==> src/fbod_pkg.sv <==
`default_nettype none
package fbod_pkg;
    localparam int ADDR_W = 20;
    localparam int DATA_W = 8;
    // Bus timing figures in ns and derived clock cycle counts
    localparam int CLK_PERIOD_NS = 5;
    localparam int ACCESS_NS = 120;
    localparam int WRITE_PULSE_NS = 50;
    localparam int RESET_PULSE_NS = 500;
    localparam int RECOVERY_NS = 50;
    localparam int READY_BUSY_NS = 20000;
    localparam int ACCESS_CYC = (ACCESS_NS + CLK_PERIOD_NS - 1) / CLK_PERIOD_NS;
    localparam int WRITE_CYC = (WRITE_PULSE_NS + CLK_PERIOD_NS - 1) / CLK_PERIOD_NS;
    localparam int RESET_CYC = (RESET_PULSE_NS + CLK_PERIOD_NS - 1) / CLK_PERIOD_NS;
    localparam int RECOVERY_CYC = (RECOVERY_NS + CLK_PERIOD_NS - 1) / CLK_PERIOD_NS;
    localparam int READY_CYC = READY_BUSY_NS / CLK_PERIOD_NS;
    localparam int CNT_W = 16;
    typedef enum logic [2:0] {
        FBOD_IDLE  = 3'b000,
        FBOD_READ  = 3'b001,
        FBOD_WRITE = 3'b011,
        FBOD_RST   = 3'b010,
        FBOD_RWAIT = 3'b110,
        FBOD_RECOV = 3'b111,
        FBOD_GAP   = 3'b101
    } fbod_state_type;
endpackage
`default_nettype wire

==> src/fbod_timer.sv <==
`default_nettype none
module fbod_timer #(
    parameter int W = 16
) (
    input  wire logic         core_clk,
    input  wire logic         sys_rst,
    input  wire logic         clk_en,
    input  wire logic         load,
    input  wire logic [W-1:0] value,
    output logic              done
);
    logic [W-1:0] cnt_q;
    assign done = (cnt_q == '0);
    always_ff @(posedge core_clk) begin
        if (sys_rst) begin
            cnt_q <= '0;
        end else if (clk_en) begin
            if (load) begin
                cnt_q <= value;
            end else if (!done) begin
                cnt_q <= cnt_q - 1'b1;
            end
        end
    end
endmodule
`default_nettype wire

==> src/fbod_host.sv <==
`default_nettype none
// Summary of operation
// - Read: select and output enable low
// - Write: select, write enable low, OE high
// - Allow select access time after standby
// - Reset request takes priority over read and write
// - Wait recovery time before reading
module fbod_host
    import fbod_pkg::*;
#(
    parameter int RESET_CYCLES = RESET_CYC,
    parameter int READY_CYCLES = READY_CYC
) (
    input  wire logic                       core_clk,
    input  wire logic                       sys_rst,
    input  wire logic                       clk_en,
    input  wire logic                       req_valid,
    input  wire logic                       req_write,
    input  wire logic [fbod_pkg::ADDR_W-1:0] req_addr,
    input  wire logic [fbod_pkg::DATA_W-1:0] req_wdata,
    input  wire logic                       req_reset,
    output logic                            req_ready,
    output logic                            rsp_valid,
    output logic [fbod_pkg::DATA_W-1:0]     rsp_rdata,
    output logic                            dev_busy,
    output logic [fbod_pkg::ADDR_W-1:0]     address_pins,
    output logic [fbod_pkg::DATA_W-1:0]     data_pins_o,
    output logic                            data_pins_oe,
    input  wire logic [fbod_pkg::DATA_W-1:0] data_pins_i,
    output logic                            chip_sel_n,
    output logic                            out_en_n,
    output logic                            wr_en_n,
    output logic                            reset_n,
    input  wire logic                       ready_busy_n
);
    import fbod_pkg::*;

    // ******************************
    // Sequencer state
    // ******************************
    fbod_state_type    st_q, st_d;
    logic              tmr_load;
    logic [CNT_W-1:0]  tmr_val;
    logic              tmr_done;
    logic              start_rd, start_wr, start_rst;
    logic              boot_q;

    assign start_rst = (st_q == FBOD_IDLE) && (req_reset || boot_q);
    assign start_rd  = (st_q == FBOD_IDLE) && req_valid && !req_write && !req_reset;
    assign start_wr  = (st_q == FBOD_IDLE) && req_valid && req_write && !req_reset;

    fbod_timer #(.W(CNT_W)) u_timer (
        .core_clk (core_clk),
        .sys_rst  (sys_rst),
        .clk_en   (clk_en),
        .load     (tmr_load),
        .value    (tmr_val),
        .done     (tmr_done)
    );

    always_comb begin
        st_d     = st_q;
        tmr_load = 1'b0;
        tmr_val  = '0;
        case (st_q)
            FBOD_IDLE: begin
                if (start_rst) begin
                    st_d = FBOD_RST;
                    tmr_load = 1'b1;
                    tmr_val = CNT_W'(RESET_CYCLES);
                end else if (start_rd) begin
                    st_d = FBOD_READ;
                    tmr_load = 1'b1;
                    tmr_val = CNT_W'(ACCESS_CYC);
                end else if (start_wr) begin
                    st_d = FBOD_WRITE;
                    tmr_load = 1'b1;
                    tmr_val = CNT_W'(WRITE_CYC);
                end
            end
            FBOD_READ:  if (tmr_done) st_d = FBOD_GAP;
            FBOD_WRITE: if (tmr_done) st_d = FBOD_GAP;
            FBOD_GAP:   st_d = FBOD_IDLE;
            FBOD_RST: begin
                if (tmr_done) begin
                    st_d = FBOD_RWAIT;
                    tmr_load = 1'b1;
                    tmr_val = CNT_W'(READY_CYCLES);
                end
            end
            FBOD_RWAIT: begin
                if (tmr_done || ready_busy_n) begin
                    st_d = FBOD_RECOV;
                    tmr_load = 1'b1;
                    tmr_val = CNT_W'(RECOVERY_CYC);
                end
            end
            FBOD_RECOV: if (tmr_done) st_d = FBOD_IDLE;
            default:    st_d = FBOD_IDLE;
        endcase
    end

    // ******************************
    // Pin drive
    // ******************************
    wire rd_d  = (st_d == FBOD_READ);
    wire wr_d  = (st_d == FBOD_WRITE);
    wire rst_d = (st_d == FBOD_RST);
    wire sel_d = (rd_d || wr_d) && !rst_d;

    always_ff @(posedge core_clk) begin
        if (sys_rst) begin
            st_q          <= FBOD_IDLE;
            chip_sel_n    <= 1'b1;
            out_en_n      <= 1'b1;
            wr_en_n       <= 1'b1;
            reset_n       <= 1'b0;
            data_pins_oe  <= 1'b0;
            data_pins_o   <= '0;
            address_pins  <= '0;
            req_ready     <= 1'b0;
            rsp_valid     <= 1'b0;
            rsp_rdata     <= '0;
            dev_busy      <= 1'b0;
            boot_q        <= 1'b1;
        end else if (clk_en) begin
            st_q         <= st_d;
            chip_sel_n   <= !sel_d;
            out_en_n     <= !rd_d;
            wr_en_n      <= !wr_d;
            reset_n      <= !rst_d;
            data_pins_oe <= wr_d;
            req_ready    <= (st_d == FBOD_IDLE);
            dev_busy     <= !ready_busy_n;
            if (start_rst) begin
                boot_q <= 1'b0;
            end
            rsp_valid    <= (st_q == FBOD_READ) && tmr_done;
            if (start_rd || start_wr) begin
                address_pins <= req_addr;
                data_pins_o  <= req_wdata;
            end
            if ((st_q == FBOD_READ) && tmr_done) begin
                rsp_rdata <= data_pins_i;
            end
        end
    end

    // ******************************
    // Checks
    // ******************************
    a_read_no_write: assert property (@(posedge core_clk) disable iff (sys_rst)
        !out_en_n |-> wr_en_n && !chip_sel_n && !data_pins_oe)
        else $error("read cycle with write enable or bus drive");
    a_write_oe_high: assert property (@(posedge core_clk) disable iff (sys_rst)
        !wr_en_n |-> out_en_n && !chip_sel_n && data_pins_oe)
        else $error("write cycle with output enable low");
    a_reset_priority: assert property (@(posedge core_clk) disable iff (sys_rst)
        !reset_n |-> chip_sel_n && out_en_n && wr_en_n)
        else $error("control pins active during reset");
    a_reset_width: assert property (@(posedge core_clk) disable iff (sys_rst)
        $fell(reset_n) |-> !reset_n [*8])
        else $error("reset pulse too short");
    a_read_access: assert property (@(posedge core_clk) disable iff (sys_rst)
        $fell(out_en_n) |-> !out_en_n [*8])
        else $error("read strobe shorter than access time");
    a_recovery_gap: assert property (@(posedge core_clk) disable iff (sys_rst)
        $rose(reset_n) |-> out_en_n [*8])
        else $error("read started inside recovery time");

    // ******************************
    // Pin timing monitors
    // ******************************
    logic [CNT_W-1:0]  acc_cnt_q, acc_cnt_d;
    logic [CNT_W-1:0]  rst_cnt_q, rst_cnt_d;
    logic [CNT_W-1:0]  rec_cnt_q, rec_cnt_d;

    // Saturating counts of enabled cycles per pin level
    assign acc_cnt_d = (chip_sel_n || out_en_n) ? '0 : acc_cnt_q + CNT_W'(!(&acc_cnt_q));
    assign rst_cnt_d = reset_n ? '0 : rst_cnt_q + CNT_W'(!(&rst_cnt_q));
    assign rec_cnt_d = !reset_n ? '0 : rec_cnt_q + CNT_W'(!(&rec_cnt_q));

    always_ff @(posedge core_clk) begin
        if (sys_rst) begin
            acc_cnt_q <= '0;
            rst_cnt_q <= '0;
            rec_cnt_q <= '0;
        end else if (clk_en) begin
            acc_cnt_q <= acc_cnt_d;
            rst_cnt_q <= rst_cnt_d;
            rec_cnt_q <= rec_cnt_d;
        end
    end

    // ******************************
    // Timing checks
    // ******************************
    a_access_time: assert property (@(posedge core_clk) disable iff (sys_rst)
        clk_en && (st_q == FBOD_READ) && tmr_done |-> acc_cnt_q >= CNT_W'(ACCESS_CYC))
        else $error("read data taken before access time");
    a_reset_long: assert property (@(posedge core_clk) disable iff (sys_rst)
        $rose(reset_n) |-> rst_cnt_q > CNT_W'(RESET_CYCLES))
        else $error("reset pulse shorter than its count");
    a_recovery_time: assert property (@(posedge core_clk) disable iff (sys_rst)
        $fell(out_en_n) |-> rec_cnt_q > CNT_W'(RECOVERY_CYC))
        else $error("read strobe inside reset recovery");
    a_standby_idle: assert property (@(posedge core_clk) disable iff (sys_rst)
        req_ready |-> chip_sel_n && out_en_n && wr_en_n)
        else $error("device selected while idle");
endmodule
`default_nettype wire

==> config.mk <==
export PLATFORM = sky130hd
export DESIGN_NAME = fbod_host
export DESIGN_NICKNAME = d
export VERILOG_FILES = /design/src/fbod_pkg.sv /design/src/fbod_timer.sv /design/src/fbod_host.sv
export SDC_FILE = /design/constraint.sdc
export NUM_CORES = 1
export LEC_CHECK = 0
export BUFFER_PORTS_ARGS = -buffer_cell sky130_fd_sc_hd__buf_2
export CAP_MARGIN = 10
export CORE_MARGIN = 2
export CORE_UTILIZATION = 45
export CTS_CLUSTER_SIZE = 8
export DETAILED_ROUTE_END_ITERATION = 12
export PLACE_DENSITY_LB_ADDON = 0.12
export SLEW_MARGIN = 15
export SYNTH_ARGS = -nofsm -noshare
export SYNTH_HDL_FRONTEND = slang
export SYNTH_SLANG_ARGS = --single-unit
==> constraint.sdc <==
create_clock -name core_clk -period 2.5 [get_ports core_clk]
set_input_delay 0.125 -clock core_clk [delete_from_list [all_inputs] [get_ports core_clk]]
set_output_delay 0.125 -clock core_clk [all_outputs]
set_load 0.03 [all_outputs]
Yosys cells after proc, flatten, opt, wreduce, memory -nomap -nowiden
Cells that the tools add are included.
Storage, ports and cells
  register bits after elaboration: 64
  input bits: 43
  output and inout bits: 44
  word-level logic and storage cells: 73
Operators by class
  add/sub/neg operators: 1
  equal/unequal tests: 9
  mux-type cells: 22
  reduce and logical (&&, ||, !) cells: 27
Operators by type and width (number)
  one-hot mux 12 bit (3 select lines): 1
  two-way mux 16 bit: 2
  two-way mux 3 bit: 7
  zero test 16 bit: 1
  subtractor 16 x 1 -> 16 bit, second input constant: 1
  one-hot mux 3 bit (5 select lines): 1
  equality test 3 x 2 -> 1 bit, second input constant: 4
  two-way mux 12 bit: 1
  logical AND 1 bit: 8
  two-way mux 4 bit: 2
  AND reduction 2 bit: 4
  zero test 1 bit: 7
  two-way mux 7 bit: 1
  equality test 3 x 1 -> 1 bit, second input constant: 2
  equality test 3 bit, second input constant: 2
  zero test 3 bit: 2
  two-way mux 1 bit: 5
  two-way mux 5 bit: 1
  logical OR 1 bit: 4
  one-hot mux 1 bit (3 select lines): 1
  != test 2 bit, second input constant: 1
  OR reduction 2 bit: 1

Depth between registers and ports, before layout
  depth in word-level cells: 12
  mapped depth: 9
  gate-level depth less buffers: 7

Hierarchy
Synthesis repeated with hierarchy kept, for this count alone.
Unflattened totals
  cells, all modules: 363
  area, all modules: 2967.8 µm²
By module, submodules not included
  fbod_host: times used 1, cells an instance 221, area each 1851.8 µm², sequential area each 960.9 µm²
  fbod_timer: times used 1, cells an instance 142, area each 1116.1 µm², sequential area each 320.3 µm²

Worst setup path after synthesis
OpenSTA, ideal clock, no wires.
  path kind: flip-flop to flip-flop
  start point: register u_timer.cnt_q[10]
  end point: register u_timer.cnt_q[6]
  library setup time: 0.092 ns
  arrival time: 2.057 ns
  required time: 2.408 ns
  path slack: 0.351 ns
  cell stages (with the launch flop): 9
  path buffers: 3
  clock period less this slack: 2.149 ns
  cell sequence: dfxtp_1 or4_1 buf_2 or3_1 buf_6 o31ai_4 buf_6 a21oi_1 o32ai_1
On the way
  cells in the longest elaborated chain, start to end: 6
  elaborated cells on any way between the ends: 8
RTL lines
  start, declared: RTL line fbod_timer.sv:12  | logic [W-1:0] cnt_q;
  start signal, assigned: RTL line fbod_timer.sv:19  | cnt_q <= value;
  start signal, assigned: RTL line fbod_timer.sv:21  | cnt_q <= cnt_q - 1'b1;
  zero test 16 bit *: RTL line fbod_timer.sv:13  | assign done = (cnt_q == '0);
  logical OR 1 bit: RTL line fbod_host.sv:92  | if (tmr_done || ready_busy_n) begin
  two-way mux 1 bit: RTL line fbod_host.sv:92
  one-hot mux 1 bit (3 select lines): RTL line fbod_host.sv:65  | case (st_q)
  != test 2 bit (no source line)
  AND reduction 2 bit (no source line)
Mark *: on every way between the ends. The rest lies on a longest branch, timed or not.
A chain may end at the register's enable or synchronous reset.

Worst setup path in the final report
  start point: register u_timer.cnt_q[10]
  end point: register u_timer.cnt_q[3]
The elaborated chain is that of the path after synthesis.

==> flow_metrics.env <==
export IMPL_fin_crit_ps=2367
export IMPL_postCtsSetupBuffers=0
export IMPL_postLayoutCoreUtil_pct=58.67
export IMPL_place_area_sq_um=3338
export IMPL_insertedDiodeCount=0
export IMPL_cell_internal_pwr_uw=1681
export IMPL_ctsHtreeMaxLevel=3
export IMPL_num_io_pins=87
export IMPL_crit_type="register to register"
export IMPL_layout_nets=487
export IMPL_cap_violations=0
export IMPL_crit_fanout=9
export IMPL_wl_per_cell_um=13.62
export IMPL_die_height_um=83.25
export IMPL_cts_clk_slew_worst_paths_ps=70
export IMPL_power_density_nw_per_um2=713.2
export IMPL_cp_top_family="simple AND/OR/NAND/NOR gates"
export IMPL_row_count=28
export IMPL_initial_core_util_pct=47.18
export IMPL_final_cell_mix="buf_2, nand2_1, dfxtp_1"
export IMPL_via_per_inst=5.336
export IMPL_total_power_uw=2507
export IMPL_pwr_share_clk_pct=30.1
export IMPL_whs_path_depth=3
export IMPL_finClkSkew_ps=7.854
export IMPL_synth_main_ff_cell="dfxtp_1"
export IMPL_ir_drop_mv=0.3910
export IMPL_highest_signal_layer="met4"
export IMPL_slowest_stage="or4_1"
export IMPL_coreArea_sq_um=5991
export IMPL_tns_ps=0
export IMPL_area_growth_pct=24.35
export IMPL_root_buffer="clkbuf_8"
export IMPL_cp_arrival_ps=2570
export IMPL_critPathMaxStageDelay_ps=630
export IMPL_drive_gt1_share_pct=26.23
export IMPL_combPwrFrac_pct=25.2
export IMPL_dieArea_sq_um=6931
export IMPL_synthArstFlopShare_pct=0
export IMPL_n_fill_cell=591
export IMPL_cts_tree="done"
export IMPL_vias=2780
export IMPL_cp_num_buf_inv=0
export IMPL_synth_top_area_cell="dfxtp_1"
export IMPL_rrSetupSlack_ps=130
export IMPL_drc=0
export IMPL_clkLatencyLatePin_ps=340
export IMPL_wl_met2_um=3252
export IMPL_place_hpwl_um=4916
export IMPL_wl_met3_um=430
export IMPL_cts_inserted_buffers=9
export IMPL_slew_headroom_pct=60.26
export IMPL_reg2reg_to="u_timer.cnt_q[3]"
export IMPL_met1_length_um=3324
export IMPL_die_w_um=83.25
export IMPL_drt_iter0_drc=187
export IMPL_syn_nets=400
export IMPL_grt_pass1_vias=2724
export IMPL_syn_inst=356
export IMPL_gp_congestion=0.8828
export IMPL_antenna_found_initial=0
export IMPL_r2r_start="u_timer.cnt_q[10]"
export IMPL_track_usage_pct=21.00
export IMPL_rsz0062_at_grt="false"
export IMPL_drv_slew=0
export IMPL_drtAntennaViolNets=0
export IMPL_min_period_over_period_pct=94.68
export IMPL_grt_pass1_wl_um=12040
export IMPL_crit_required_ps=2700
export IMPL_design_area_sq_um=3515
export IMPL_gr_total_overflow=0
export IMPL_rr_worst_depth=5
export IMPL_hold_path_end="data_pins_o[5]"
export IMPL_ys_warn_count=0
export IMPL_p_leak_uw=0.001548
export IMPL_p_switching_uw=826.0
export IMPL_end_kind="register"
export IMPL_ys_types=44
export IMPL_synth_top_area_share_pct=45.33
export IMPL_wl_um=7098
export IMPL_worst_pin_slew_ps=596.1
export IMPL_worstHoldStart="req_wdata[5]"
export IMPL_clockBufferDepth=2
export IMPL_finalHoldViolCount=0
export IMPL_path_cells="or4_1 > or3_1 > o311a_1 > nor4_1 > o32ai_1"
export IMPL_setup_violations=0
export IMPL_synth_edf_count=0
export IMPL_grt_max_degree=37
export IMPL_ys_ff_latch=64
export IMPL_syn_avg_cell_area_sq_um=7.939
export IMPL_yosysSeqAreaShare_pct=45.33
export IMPL_syn_area_sq_um=2826
export IMPL_start_kind="register"
export IMPL_fmax_mhz=422.5
export IMPL_outcome="finished clean"
export IMPL_synth_area_top_cells="dfxtp_1, nand2_1, a21oi_1, nor2_1, mux2i_1"
export IMPL_p_sw_share_pct=32.95
export IMPL_final_common_cell="buf_2"
export IMPL_p_seq_share_pct=44.7
export IMPL_hp_class="input port to register"
export IMPL_drt_pass1_iter_count=6
export IMPL_port_buffers=86
export IMPL_cts_sinks=64
[registers in the layout, summed over array words and instances (netlist names), 3 cells and up]
register and flops:
st_q 3, rsp_rdata 8, data_pins_o 8, u_timer.cnt_q 16, address_pins 20
[cell usage after synthesis, types with 2 or more instances]
library cell / n
a211oi_1: 5
a21oi_1: 48
a221oi_1: 2
a31oi_1: 7
and3_1: 3
buf_2: 4
buf_6: 2
clkbuf_1: 18
dfxtp_1: 64
inv_1: 14
mux2i_1: 8
nand2_1: 66
nand2b_1: 4
nand3_1: 7
nor2_1: 30
nor3_1: 13
nor4_1: 5
o21ai_0: 12
o21bai_1: 2
o31a_1: 2
o31ai_1: 3
o32ai_1: 6
or3_1: 8
or4_1: 2
xnor2_1: 2
[power groups by stage]
stage	Sequential [uW]	Combinational, uW	Clock (uW)
3_5_place_dp	1140	617	0
6_report	1120	632	753
5_1_grt	1130	700	821
2_1_floorplan	1170	426	0
3_3_place_gp	1140	623	0
4_1_cts	1120	623	773
[area by class of cell]
type,instances,area (sq um),share of cell area [%]
Clock buffer,10,137.6,3.916
Clock inverter,4,22.52,0.6408
Inverter,14,52.55,1.495
Multi-Input combinational cell,254,1389,39.52
Sequential cell,64,1281,36.45
Tap cell,75,93.84,2.670
Timing Repair Buffer,100,538.0,15.31
[cell families after synthesis]
| kind of cell | synth area share, % |
|---|---|
| and+or+nand+nor | 23.33 |
| AOI/OAI and AO/OA | 21.38 |
| DFF | 45.33 |
| buffers and inverters | 5.755 |
| muxes | 2.833 |
| xor gates and xnor gates | 0.9298 |
| adders and majority gates | 0.4426 |
[worst max path at each step]
| stage | startpoint | endpoint | slack [ps] | cells past startpoint |
|---|---|---|---|---|
| global placement | u_timer.cnt_q[10] | u_timer.cnt_q[6] | 240 | 5 |
| CTS | u_timer.cnt_q[10] | u_timer.cnt_q[3] | 160 | 5 |
| detailed placement | u_timer.cnt_q[10] | u_timer.cnt_q[11] | 180 | 6 |
| finish | u_timer.cnt_q[10] | u_timer.cnt_q[3] | 130 | 5 |
| floorplan | u_timer.cnt_q[10] | u_timer.cnt_q[6] | 350 | 8 |
| global route | u_timer.cnt_q[10] | u_timer.cnt_q[3] | 10 | 5 |
[worst register-to-register path: cells and delay by family (launching register included)]
family / cells / cell delay, ps
simple gates: 3 / 1380
compound gates: 2 / 540
flops: 1 / 330
[per-layer routing]
layer | vias up | track usage [%]
met1 | 1270 | 25.91
met2 | 75 | 33.80
met5 | - | 0
met4 | 0 | 9.240
li1 | 1425 | -
met3 | 10 | 6.362
[per-stage QoR]
stage                     instances  setup slack (ps)  hold WS, ps
after floorplan                 356             351.2        224.5
after global placement          506             243.2        352.8
after detailed placement        506             180.3        357.0
after CTS                       521             164.8        2.277
after global routing            521             12.75        4.725
final                           521             132.9        16.27
[what timing repair did]
item                                    4_1_cts  5_1_grt
resized for setup                             0        1
endpoints found under the setup margin        0        2
hold buffers                                  1        0
hold endpoints to repair                      1        0
No activity file was read; power rests on OpenSTA's default activity.
